## src/csi_map.svh

```systemverilog
// Constants for the contactor sequencer and interlock monitor
`ifndef CSI_MAP_SVH
`define CSI_MAP_SVH
`define CSI_CLK_HZ 25000000
`define CSI_IL_FREQ_HZ 33
`define CSI_IL_PERIOD_CYC (`CSI_CLK_HZ / `CSI_IL_FREQ_HZ)
`define CSI_IL_HALF_CYC (`CSI_IL_PERIOD_CYC / 2)
`define CSI_IL_TOL_CYC 2
`define CSI_PICKUP_MS 200
`define CSI_PICKUP_CYC ((`CSI_CLK_HZ / 1000) * `CSI_PICKUP_MS)
`define CSI_STEP_TIMEOUT_CYC 4000
`define CSI_DUTY_ZERO 8'h00
`define CSI_DUTY_FULL 8'hff
`define CSI_HB_CFG_WORD 16'he9b8
`define CSI_HIST_DEPTH 4
`endif

```

## src/csi_pkg.sv

```systemverilog
// Types for the contactor sequencer and interlock monitor
`default_nettype none
package csi_pkg;
    typedef enum logic [3:0] {
        ST_IDLE = 4'h0,
        ST_MODE = 4'h1,
        ST_ZERO = 4'h2,
        ST_SUPPLY = 4'h3,
        ST_RELEASE = 4'h4,
        ST_ENABLE = 4'h5,
        ST_CONFIG = 4'h6,
        ST_PICKUP = 4'h7,
        ST_HOLD = 4'h8,
        ST_OPEN_EN = 4'h9,
        ST_OPEN_PWM = 4'ha
    } csi_state_t;

    typedef enum logic [1:0] {
        IL_UNKNOWN = 2'h0,
        IL_HEALTHY = 2'h1,
        IL_SHORT_SUPPLY = 2'h2,
        IL_LOW_OR_OPEN = 2'h3
    } csi_il_state_t;

    typedef struct packed {
        logic cfg_start;
        logic [15:0] cfg_word;
        logic [7:0] sel_chan;
        logic sel_start;
    } csi_spi_req_t;

    typedef struct packed {
        logic busy;
        logic done;
        logic status_ok;
    } csi_spi_rsp_t;
endpackage
`default_nettype wire

```

## src/csi_period_hist.sv

```systemverilog
// Small register store of the last measured interlock periods
`timescale 1ns/1ns
`default_nettype none
`include "csi_map.svh"
module csi_period_hist (
    // Clock and reset
    input wire logic core_clk,
    input wire logic sys_rst,
    input wire logic clk_en,
    // Write side
    input wire logic wr_en,
    input wire logic [1:0] wr_addr,
    input wire logic [19:0] wr_data,
    // Read side
    input wire logic [1:0] rd_addr,
    output logic [19:0] rd_data
);
    logic [19:0] mem [0:`CSI_HIST_DEPTH-1];
    logic [19:0] next_rd_data;

    always_comb begin
        next_rd_data = mem[rd_addr];
    end

    always_ff @(posedge core_clk or posedge sys_rst) begin
        if (sys_rst) begin
            rd_data <= 20'h00000;
            for (int i = 0; i < `CSI_HIST_DEPTH; i++) begin
                mem[i] <= 20'h00000;
            end
        end else if (clk_en) begin
            rd_data <= next_rd_data;
            if (wr_en) begin
                mem[wr_addr] <= wr_data;
            end
        end
    end
endmodule
`default_nettype wire

```

## src/csi_top.sv

```systemverilog
// Contactor close/open sequencer and interlock loop monitor
`timescale 1ns/1ns
`default_nettype none
`include "csi_map.svh"
module csi_top #(
    parameter int PICKUP_CYC = `CSI_PICKUP_CYC,
    parameter int IL_PERIOD_CYC = `CSI_IL_PERIOD_CYC,
    parameter int STEP_TIMEOUT = `CSI_STEP_TIMEOUT_CYC
) (
    // Clock, reset, enable
    input wire logic core_clk,
    input wire logic sys_rst,
    input wire logic clk_en,
    // Commands
    input wire logic close_req,
    input wire logic open_req,
    input wire logic [7:0] sel_chan,
    input wire logic sel_req,
    // Supervisor and supply status
    input wire logic supervisor_normal,
    input wire logic driver_supply_output,
    input wire logic safety_out_first_n,
    input wire logic safety_out_second_n,
    // Supervisor controls
    output logic safety_release_req,
    output logic driver_enable_line_a,
    output logic driver_enable_line_b,
    output logic driver_enable,
    // SPI engine handshake
    output csi_pkg::csi_spi_req_t spi_req,
    input wire csi_pkg::csi_spi_rsp_t spi_rsp,
    // Coil drive
    input wire logic [7:0] reg_duty,
    output logic [7:0] pwm_duty,
    output logic [7:0] coil_duty,
    // Interlock loop
    output logic il_tx,
    input wire logic il_rx,
    output csi_pkg::csi_il_state_t il_state,
    // Status
    output csi_pkg::csi_state_t seq_state,
    output logic contactor_closed,
    output logic seq_error,
    output logic [19:0] last_period
);
    // ------------------------------------------------------------
    // Sequencer
    // ------------------------------------------------------------
    csi_pkg::csi_state_t next_seq_state;
    logic [23:0] tmr, next_tmr;
    logic [7:0] next_pwm_duty;
    logic next_en_a, next_en_b, next_release, next_error, next_cfg_start;
    logic timeout;
    logic cfg_start_q;

    function automatic logic [23:0] to24(input int v);
        to24 = v[23:0];
    endfunction

    assign timeout = tmr >= to24(STEP_TIMEOUT);

    always_comb begin
        next_seq_state = seq_state;
        next_tmr = tmr + 24'h000001;
        next_pwm_duty = pwm_duty;
        next_en_a = driver_enable_line_a;
        next_en_b = driver_enable_line_b;
        next_release = safety_release_req;
        next_error = seq_error;
        next_cfg_start = 1'b0;
        case (seq_state)
            csi_pkg::ST_IDLE: begin
                next_tmr = 24'h000000;
                if (close_req) begin
                    next_seq_state = csi_pkg::ST_MODE;
                    next_error = 1'b0;
                end
            end
            csi_pkg::ST_MODE: begin
                if (supervisor_normal) begin
                    next_seq_state = csi_pkg::ST_ZERO;
                    next_tmr = 24'h000000;
                end
            end
            csi_pkg::ST_ZERO: begin
                next_pwm_duty = `CSI_DUTY_ZERO;
                next_seq_state = csi_pkg::ST_SUPPLY;
                next_tmr = 24'h000000;
            end
            csi_pkg::ST_SUPPLY: begin
                if (driver_supply_output) begin
                    next_seq_state = csi_pkg::ST_RELEASE;
                    next_release = 1'b1;
                    next_tmr = 24'h000000;
                end
            end
            csi_pkg::ST_RELEASE: begin
                if (safety_out_first_n && safety_out_second_n) begin
                    next_seq_state = csi_pkg::ST_ENABLE;
                    next_tmr = 24'h000000;
                end
            end
            csi_pkg::ST_ENABLE: begin
                next_en_a = 1'b1;
                next_en_b = 1'b1;
                next_cfg_start = 1'b1;
                next_seq_state = csi_pkg::ST_CONFIG;
                next_tmr = 24'h000000;
            end
            csi_pkg::ST_CONFIG: begin
                if (spi_rsp.done) begin
                    next_tmr = 24'h000000;
                    if (spi_rsp.status_ok) begin
                        next_pwm_duty = `CSI_DUTY_FULL;
                        next_seq_state = csi_pkg::ST_PICKUP;
                    end else begin
                        next_error = 1'b1;
                        next_seq_state = csi_pkg::ST_OPEN_EN;
                    end
                end
            end
            csi_pkg::ST_PICKUP: begin
                if (tmr >= to24(PICKUP_CYC - 1)) begin
                    next_seq_state = csi_pkg::ST_HOLD;
                end
            end
            csi_pkg::ST_HOLD: begin
                next_tmr = 24'h000000;
                next_pwm_duty = reg_duty;
            end
            csi_pkg::ST_OPEN_EN: begin
                next_en_a = 1'b0;
                next_en_b = 1'b0;
                next_seq_state = csi_pkg::ST_OPEN_PWM;
            end
            csi_pkg::ST_OPEN_PWM: begin
                next_pwm_duty = `CSI_DUTY_ZERO;
                next_release = 1'b0;
                next_seq_state = csi_pkg::ST_IDLE;
            end
            default: next_seq_state = csi_pkg::ST_IDLE;
        endcase
        if (seq_state inside {csi_pkg::ST_MODE, csi_pkg::ST_SUPPLY, csi_pkg::ST_RELEASE,
                csi_pkg::ST_CONFIG} && timeout) begin
            next_error = 1'b1;
            next_seq_state = csi_pkg::ST_OPEN_EN;
        end
        if (open_req && seq_state != csi_pkg::ST_IDLE && seq_state != csi_pkg::ST_OPEN_EN
                && seq_state != csi_pkg::ST_OPEN_PWM) begin
            next_seq_state = csi_pkg::ST_OPEN_EN;
        end
    end

    always_ff @(posedge core_clk or posedge sys_rst) begin
        if (sys_rst) begin
            seq_state <= csi_pkg::ST_IDLE;
            tmr <= 24'h000000;
            pwm_duty <= `CSI_DUTY_ZERO;
            driver_enable_line_a <= 1'b0;
            driver_enable_line_b <= 1'b0;
            safety_release_req <= 1'b0;
            seq_error <= 1'b0;
            cfg_start_q <= 1'b0;
        end else if (clk_en) begin
            seq_state <= next_seq_state;
            tmr <= next_tmr;
            pwm_duty <= next_pwm_duty;
            driver_enable_line_a <= next_en_a;
            driver_enable_line_b <= next_en_b;
            safety_release_req <= next_release;
            seq_error <= next_error;
            cfg_start_q <= next_cfg_start;
        end
    end

    // Selector requests pass while the SPI engine does not report busy
    logic sel_start_q, next_sel_start;
    logic [7:0] sel_chan_q, next_sel_chan;

    always_comb begin
        next_sel_start = sel_req && !spi_rsp.busy;
        next_sel_chan = sel_req ? sel_chan : sel_chan_q;
    end

    always_ff @(posedge core_clk or posedge sys_rst) begin
        if (sys_rst) begin
            sel_start_q <= 1'b0;
            sel_chan_q <= 8'h00;
        end else if (clk_en) begin
            sel_start_q <= next_sel_start;
            sel_chan_q <= next_sel_chan;
        end
    end
    assign spi_req = '{cfg_start: cfg_start_q, cfg_word: `CSI_HB_CFG_WORD,
        sel_chan: sel_chan_q, sel_start: sel_start_q};

    // ------------------------------------------------------------
    // Coil and enable gating
    // ------------------------------------------------------------
    assign coil_duty = !safety_out_first_n ? `CSI_DUTY_FULL : pwm_duty;
    assign driver_enable = (driver_enable_line_a || driver_enable_line_b)
        && safety_out_second_n;
    assign contactor_closed = seq_state == csi_pkg::ST_HOLD;

    // ------------------------------------------------------------
    // Interlock transmitter and receiver
    // ------------------------------------------------------------
    logic [19:0] tx_cnt, next_tx_cnt, rx_cnt, next_rx_cnt, rise_cnt, next_rise_cnt;
    logic next_il_tx, rx_d, next_rx_d, rise;
    logic [1:0] wr_ptr, next_wr_ptr;
    csi_pkg::csi_il_state_t next_il_state;

    function automatic logic [19:0] to20(input int v);
        to20 = v[19:0];
    endfunction

    assign rise = il_rx && !rx_d;

    always_comb begin
        next_tx_cnt = tx_cnt + 20'h00001;
        next_il_tx = il_tx;
        if (tx_cnt == to20(IL_PERIOD_CYC / 2 - 1)) begin
            next_il_tx = 1'b0;
        end
        if (tx_cnt == to20(IL_PERIOD_CYC - 1)) begin
            next_tx_cnt = 20'h00000;
            next_il_tx = 1'b1;
        end
        next_rx_d = il_rx;
        next_rx_cnt = (il_rx != rx_d) ? 20'h00000 : rx_cnt + 20'h00001;
        next_wr_ptr = wr_ptr;
        next_il_state = il_state;
        // Cycles since the last rise, saturating
        next_rise_cnt = (rise_cnt == 20'hfffff) ? rise_cnt : rise_cnt + 20'h00001;
        if (rise) begin
            next_rise_cnt = 20'h00001;
            next_wr_ptr = wr_ptr + 2'h1;
            // Period since last rise must match, rise must align with ours
            if (rise_cnt >= to20(IL_PERIOD_CYC - `CSI_IL_TOL_CYC)
                    && rise_cnt <= to20(IL_PERIOD_CYC + `CSI_IL_TOL_CYC)
                    && (tx_cnt <= to20(`CSI_IL_TOL_CYC)
                    || tx_cnt >= to20(IL_PERIOD_CYC - `CSI_IL_TOL_CYC))) begin
                next_il_state = csi_pkg::IL_HEALTHY;
            end else begin
                next_il_state = csi_pkg::IL_UNKNOWN;
            end
        end
        // Saturate only while the level holds, so a returning edge can recover
        if (il_rx == rx_d && rx_cnt > to20(IL_PERIOD_CYC)) begin
            next_rx_cnt = rx_cnt;
            next_il_state = il_rx ? csi_pkg::IL_SHORT_SUPPLY
                                  : csi_pkg::IL_LOW_OR_OPEN;
        end
    end

    always_ff @(posedge core_clk or posedge sys_rst) begin
        if (sys_rst) begin
            tx_cnt <= 20'h00000;
            il_tx <= 1'b1;
            rx_cnt <= 20'h00000;
            rx_d <= 1'b0;
            wr_ptr <= 2'h0;
            il_state <= csi_pkg::IL_UNKNOWN;
            rise_cnt <= 20'h00000;
        end else if (clk_en) begin
            tx_cnt <= next_tx_cnt;
            il_tx <= next_il_tx;
            rx_cnt <= next_rx_cnt;
            rx_d <= next_rx_d;
            wr_ptr <= next_wr_ptr;
            il_state <= next_il_state;
            rise_cnt <= next_rise_cnt;
        end
    end

    csi_period_hist u_hist (
        .core_clk(core_clk),
        .sys_rst(sys_rst),
        .clk_en(clk_en),
        .wr_en(rise),
        .wr_addr(wr_ptr),
        .wr_data(rise_cnt),
        .rd_addr(wr_ptr - 2'h1),
        .rd_data(last_period)
    );
endmodule
`default_nettype wire

```

## config.mk

```make
export PLATFORM = sky130hd
export DESIGN_NAME = csi_top
export DESIGN_NICKNAME = d
export VERILOG_FILES = /design/src/csi_pkg.sv /design/src/csi_period_hist.sv /design/src/csi_top.sv
export VERILOG_INCLUDE_DIRS = /design/src /design/src/src
export SDC_FILE = /design/constraint.sdc
export NUM_CORES = 1
export LEC_CHECK = 0
export BUFFER_PORTS_ARGS = -buffer_cell sky130_fd_sc_hd__buf_2
export CAP_MARGIN = 40
export CORE_ASPECT_RATIO = 0.8
export CORE_UTILIZATION = 30
export DETAILED_ROUTE_END_ITERATION = 10
export GPL_ROUTABILITY_DRIVEN = 1
export SYNTH_ARGS = -nofsm -noshare
export SYNTH_HDL_FRONTEND = slang
export SYNTH_SLANG_ARGS = --single-unit
export TNS_END_PERCENT = 1
```

## constraint.sdc

```tcl
create_clock -name core_clk -period 8.9 [get_ports core_clk]
set_input_delay 0.445 -clock core_clk [delete_from_list [all_inputs] [get_ports core_clk]]
set_output_delay 0.445 -clock core_clk [all_outputs]
set_load 0.005 [all_outputs]
```

**Yosys cells after proc, flatten, opt, wreduce, memory -nomap -nowiden**

Index checks and enable logic that the tools add are counted.

- Word-level logic and storage cells: 152
- Output and inout bits: 75
- Input bits: 30
- Register bits: 215

- Equality and inequality tests: 31
- $add $sub $neg: 6
- $lt $le $gt $ge: 10
- Muxes and demuxes: 44
- Bitwise gates (word level): 3
- Reduce and logical (&&, ||, !) cells: 37

Operator list:

| operator | count |
|---|---|
| $mux 20 | 7 |
| $pmux 24 s5 | 1 |
| $mux 24 | 4 |
| $bwmux 80 | 1 |
| $add 20x1->20 const B | 3 |
| $bmux 20 s2 | 1 |
| $demux 20 s2 | 1 |
| $eq 20x20->1 const B | 2 |
| $ge 20x20->1 const B | 2 |
| $pmux 4 s10 | 1 |
| $mux 4 | 9 |
| $add 24x1->24 const B | 1 |
| $ge 24x12->1 const B | 1 |
| $ge 24x23->1 const B | 1 |
| $mux 8 | 3 |
| $pmux 8 s3 | 1 |
| $eq 20x19->1 const B | 1 |
| $gt 20x20->1 const B | 1 |
| $le 20x2->1 const B | 1 |
| $le 20x20->1 const B | 1 |
| $eq 4x3->1 const B | 4 |
| $ne 4x2->1 const B | 4 |
| $ne 4x4->1 const B | 4 |
| $reduce_and 2->1 | 7 |
| 31 further kinds | 69 |

**Depth between registers and ports, before layout**

- Depth in word-level cells: 6
- Mapped depth: 8

**Modules after synthesis**

A second synthesis with hierarchy kept.

- Cells, all modules: 984
- Area, all modules: 10,722.8 sq um

Modules (own cells, without submodules):

| module | instances | area an instance (sq um) | cells an instance | seq. area each (sq um) |
|---|---|---|---|---|
| csi_top | 1 | 6,466.2 | 698 | 2,879.0 |
| csi_period_hist | 1 | 4,256.6 | 286 | 2,502.4 |

**Worst setup path after synthesis**

No wires, ideal clock.

- Kind: register to register
- Start point: reg wr_ptr[0]
- End point: reg u_hist.rd_data[16]
- Period minus slack after synthesis: 2.495 ns
- Data arrival time: 2.371 ns
- Setup time: 0.125 ns
- Stages on the path, launching flop included: 7
- Buffers on the path: 2
- Slack: 6.405 ns
- Data required time: 8.775 ns
- Path through: dfrtp_1 > buf_1 > inv_1 > ha_1 > clkbuf_1 > mux4_2 > mux2_2

- Cells in the longest elaborated chain, start to end: 5

RTL lines:

| what | RTL line | source |
|---|---|---|
| start, declared | csi_top.sv:210 | `logic [1:0] wr_ptr, next_wr_ptr;` |
| start signal, assigned | csi_top.sv:270 | `wr_ptr <= next_wr_ptr;` |
| $sub 2x1->2 | csi_top.sv:283 | `.rd_addr(wr_ptr - 2'h1),` |
| net u_hist.rd_addr[0] | csi_period_hist.sv:15 | `input wire logic [1:0] rd_addr,` |
| $not 2->3 (not written as such) | csi_period_hist.sv:22 | `next_rd_data = mem[rd_addr];` |
| $bmux 20 s2 | csi_period_hist.sv:22 |  |
| $mux 20 (not written as such) (2 in a row) | csi_period_hist.sv:22 |  |
| end signal, assigned | csi_period_hist.sv:32 | `rd_data <= next_rd_data;` |
| end, declared | csi_period_hist.sv:16 | `output logic [19:0] rd_data` |

The timed path passes the listed nets, and every way through them passes these cells. The select of a mux whose other input is x is not followed.
A chain may end at the register's enable or synchronous reset.

**Worst setup path in the final report**

- Start point: reg seq_state[3]
- End point: out contactor_closed

- Cells in the longest elaborated chain, start to end: 1

RTL lines:

| what | RTL line | source |
|---|---|---|
| start, declared | csi_top.sv:41 | `output csi_pkg::csi_state_t seq_state,` |
| start signal, assigned | csi_top.sv:156 | `seq_state <= csi_pkg::ST_IDLE;` |
| start signal, assigned | csi_top.sv:165 | `seq_state <= next_seq_state;` |
| $eq 4x4->1 | csi_top.sv:203 | `assign contactor_closed = seq_state == csi_pkg::ST_HOLD;` |
| end, declared | csi_top.sv:42 | `output logic contactor_closed,` |

No other way between the ends.

==> flow_summary.yaml <==
sta:
  setup_viol: 0
  rsz0062_at_grt: "no"
  finalCriticalPeriod_ps: 2770
  max-slew-margin-rel: 0.362
  max_freq_mhz: 361
  tns_ps: 0
  period_share: 0.311
  clock_skew_ps: 26.4
  slew_viol_final: 0
  worstMarginPinSlew_ps: 949
  final_hold_viol_count: 0
floorplan:
  core_area_um2: 35000
  dieWidth_um: 214
  ios: 105
  die_h_um: 171
  start_util: 0.307
  row_count: 61
  dieArea_um2: 36600
logic_synthesis:
  ys_seq_area_frac: 0.501
  syn_area_per_cell_um2: 10.8
  yosys_register_bits: 215
  synth_edf_count: 0
  synthCells: 995
  ys_types: 70
  ys.flop_type: "dfrtp_1"
  ys_warn_count: 0
  netlist_area_um2: 10700
  async_flop_share: 1.00
job:
  max_cap_viol_count: 0
layout:
  areaGrowthSynthToFinish_pct: 17.1
  fin_util: 0.359
  antenna-diode-count: 0
  nets: 1115
  fillers: 3490
  drive_gt1_frac: 0.245
power:
  power_uw: 2970
  power.leakage_uw: 0.00568
  powerDensity_nw_per_um2: 236
  ir_drop_v: 0.000130
route:
  drt_pass1_iterations: 5
  drc_errors: 0
  vias: 7710
  wl_mm: 24.0
  ant_nets: 0
  wire_per_inst_um: 15.4
  drt_iter0_markers: 512
  vias_per_cell: 4.94
worst_hold_path:
  min_from: "spi_rsp[2]"
  hp-class: "input pin to flop"
worst_setup_path:
  arrival_ps: 2330
  required_ps: 8460
  cp_max_fo: 25
  start_kind: "flop"
  reg2reg_from: "rx_d"
  crit_path_start: "seq_state[3]"
  end_kind: "primary output"
  crit_type: "flop to primary output"
grt:
  grt_max_degree: 77
  grt_overflow: 0
  track_usage: 0.134
  grt_pass1_vias: 7345
  antenna_found_initial: 0
  grt_pass1_wl_mm: 39.8
cts:
  cts_buffers: 25
  clock-sinks: 215
  cts_resized: 0
  htree_levels: 1
  clockBufferDepth: 3
  cts_root_buffer: "clkbuf_16"
  clkTransAtPathRegs_ps: 60
  cts_tree: "built"
  clk_latency_ps: 520
place:
  io_buffers: 88
  hpwl_mm: 16.3
  globalplace.congestion: 0.769
status:
  status: "finished, final reports clean"
-- placed cells by master, fill, tap and decap left out, drive strengths merged, types with 4 or more instances in the layout --
cell      n
or4      12
and2      9
nor4     27
o31ai     7
a211oi    4
nor2b     8
and3      7
a41o      6
clkbuf   33
nand2b   17
mux4     20
xnor2    31
and4      8
dfrtp   214
nor3     18
a21oi    42
o22ai     6
a31oi    11
mux2     92
inv      28
bufinv    5
nor2     85
nand2    83
ha       15
o21ai    48
nand4    23
a22o      9
conb     16
nand3    29
xor2     11
or3       8
buf     104
-- synth_stat cells, types with 11 or more instances --
library cell	n	area, µm²
nand3_1	29	145
a31oi_1	11	68.8
xor2_1	11	96.3
inv_1	25	93.8
nand2_1	83	312
a21oi_1	42	210
nand4_1	23	144
nor2_1	85	319
nor3_1	17	85.1
buf_4	20	150
xnor2_1	31	272
o21ai_0	35	175
nand2b_1	17	106
clkbuf_1	40	150
o21ai_1	13	65.1
ha_1	15	188
nor4_1	24	150
mux4_2	20	450
dfrtp_1	214	5360
or4_1	11	82.6
mux2_2	92	1040
-- per-stage QoR --
step / setup WS (ps) / area [µm²] / hold WS, ps / instances
finish: 6130 / 12600 / 89.1 / 1560
global route: 5910 / 12600 / 75.8 / 1560
CTS: 6120 / 12600 / 63.7 / 1560
detailed placement: 5870 / 11700 / 468 / 1514
global placement: 5720 / 11500 / 457 / 1505
floorplan: 2580 / 10800 / 445 / 1009
-- worst paths after layout --
| check | to | slack (ps) | cells after the start |
|---|---|---|---|
| setup / recovery | contactor_closed | 6130 | 3 |
| max in group asynchronous | pwm_duty[7] | 6560 | 5 |
| min in group asynchronous | sel_chan_q[0] | 510 | 3 |
| hold / removal | sel_start_q | 90 | 2 |
| setup reg to reg | u_hist.mem[32] | 6210 | 6 |
| hold reg to reg | u_hist.mem[61] | 480 | 2 |
-- state kept, by name (all words and copies together) (netlist names), 2 cells and up --
signal,count
u_hist.mem,80
u_hist.rd_data,20
rx_cnt,20
tmr,24
rise_cnt,20
seq_state,4
tx_cnt,20
sel_chan_q,8
pwm_duty,8
il_state,2
wr_ptr,2
-- kinds of logic after synthesis --
logic type | after synthesis | share of synthesized area
and+or+nand+nor | 348 | 0.168
adders and majority gates | 15 | 0.0175
xor gates and xnor gates | 42 | 0.0342
buffers and inverters | 96 | 0.0413
muxes | 112 | 0.138
DFF | 215 | 0.501
AOI/OAI and AO/OA | 165 | 0.0989
other | 2 | 0.000699
-- power by group --
part / leakage (µW) / switching [µW] / total, µW / internal (µW)
Clock: 0.000418 / 413 / 1090 / 682
Sequential: 0.00290 / 119 / 1210 / 1090
Combinational: 0.00236 / 361 / 663 / 301
-- final cells by class --
type / instances / area [µm²] / share of cell area
Clock buffer: 33 / 676 / 0.0537
Clock inverter: 12 / 204 / 0.0162
Inverter: 25 / 101 / 0.00806
Multi-Input combinational cell: 698 / 4970 / 0.395
Sequential cell: 215 / 5380 / 0.428
Tap cell: 472 / 591 / 0.0469
Timing Repair Buffer: 105 / 654 / 0.0520
-- what timing repair did --
| item | 4_1_cts | 5_1_grt |
|---|---|---|
| hold buffers | 1 | 0 |
| buffers inserted | 0 | 0 |
| endpoints found under the hold margin | 75 | 0 |
-- per-layer routing --
metal	vias to the layer above	track usage	part of all wire
li1	3733	-	-
met4	0	0.0230	0.013
met1	3816	0.207	0.52
met2	134	0.197	0.43
met5	-	0	0
met3	27	0.0206	0.036
-- worst max-delay path, cell delays in order, from the launching register on --
cell and delay, ps:
dfrtp_1 840, nand2b_1 210, nor3_2 540, buf_2 230
Note: power is estimated with default switching activity, not from simulation.
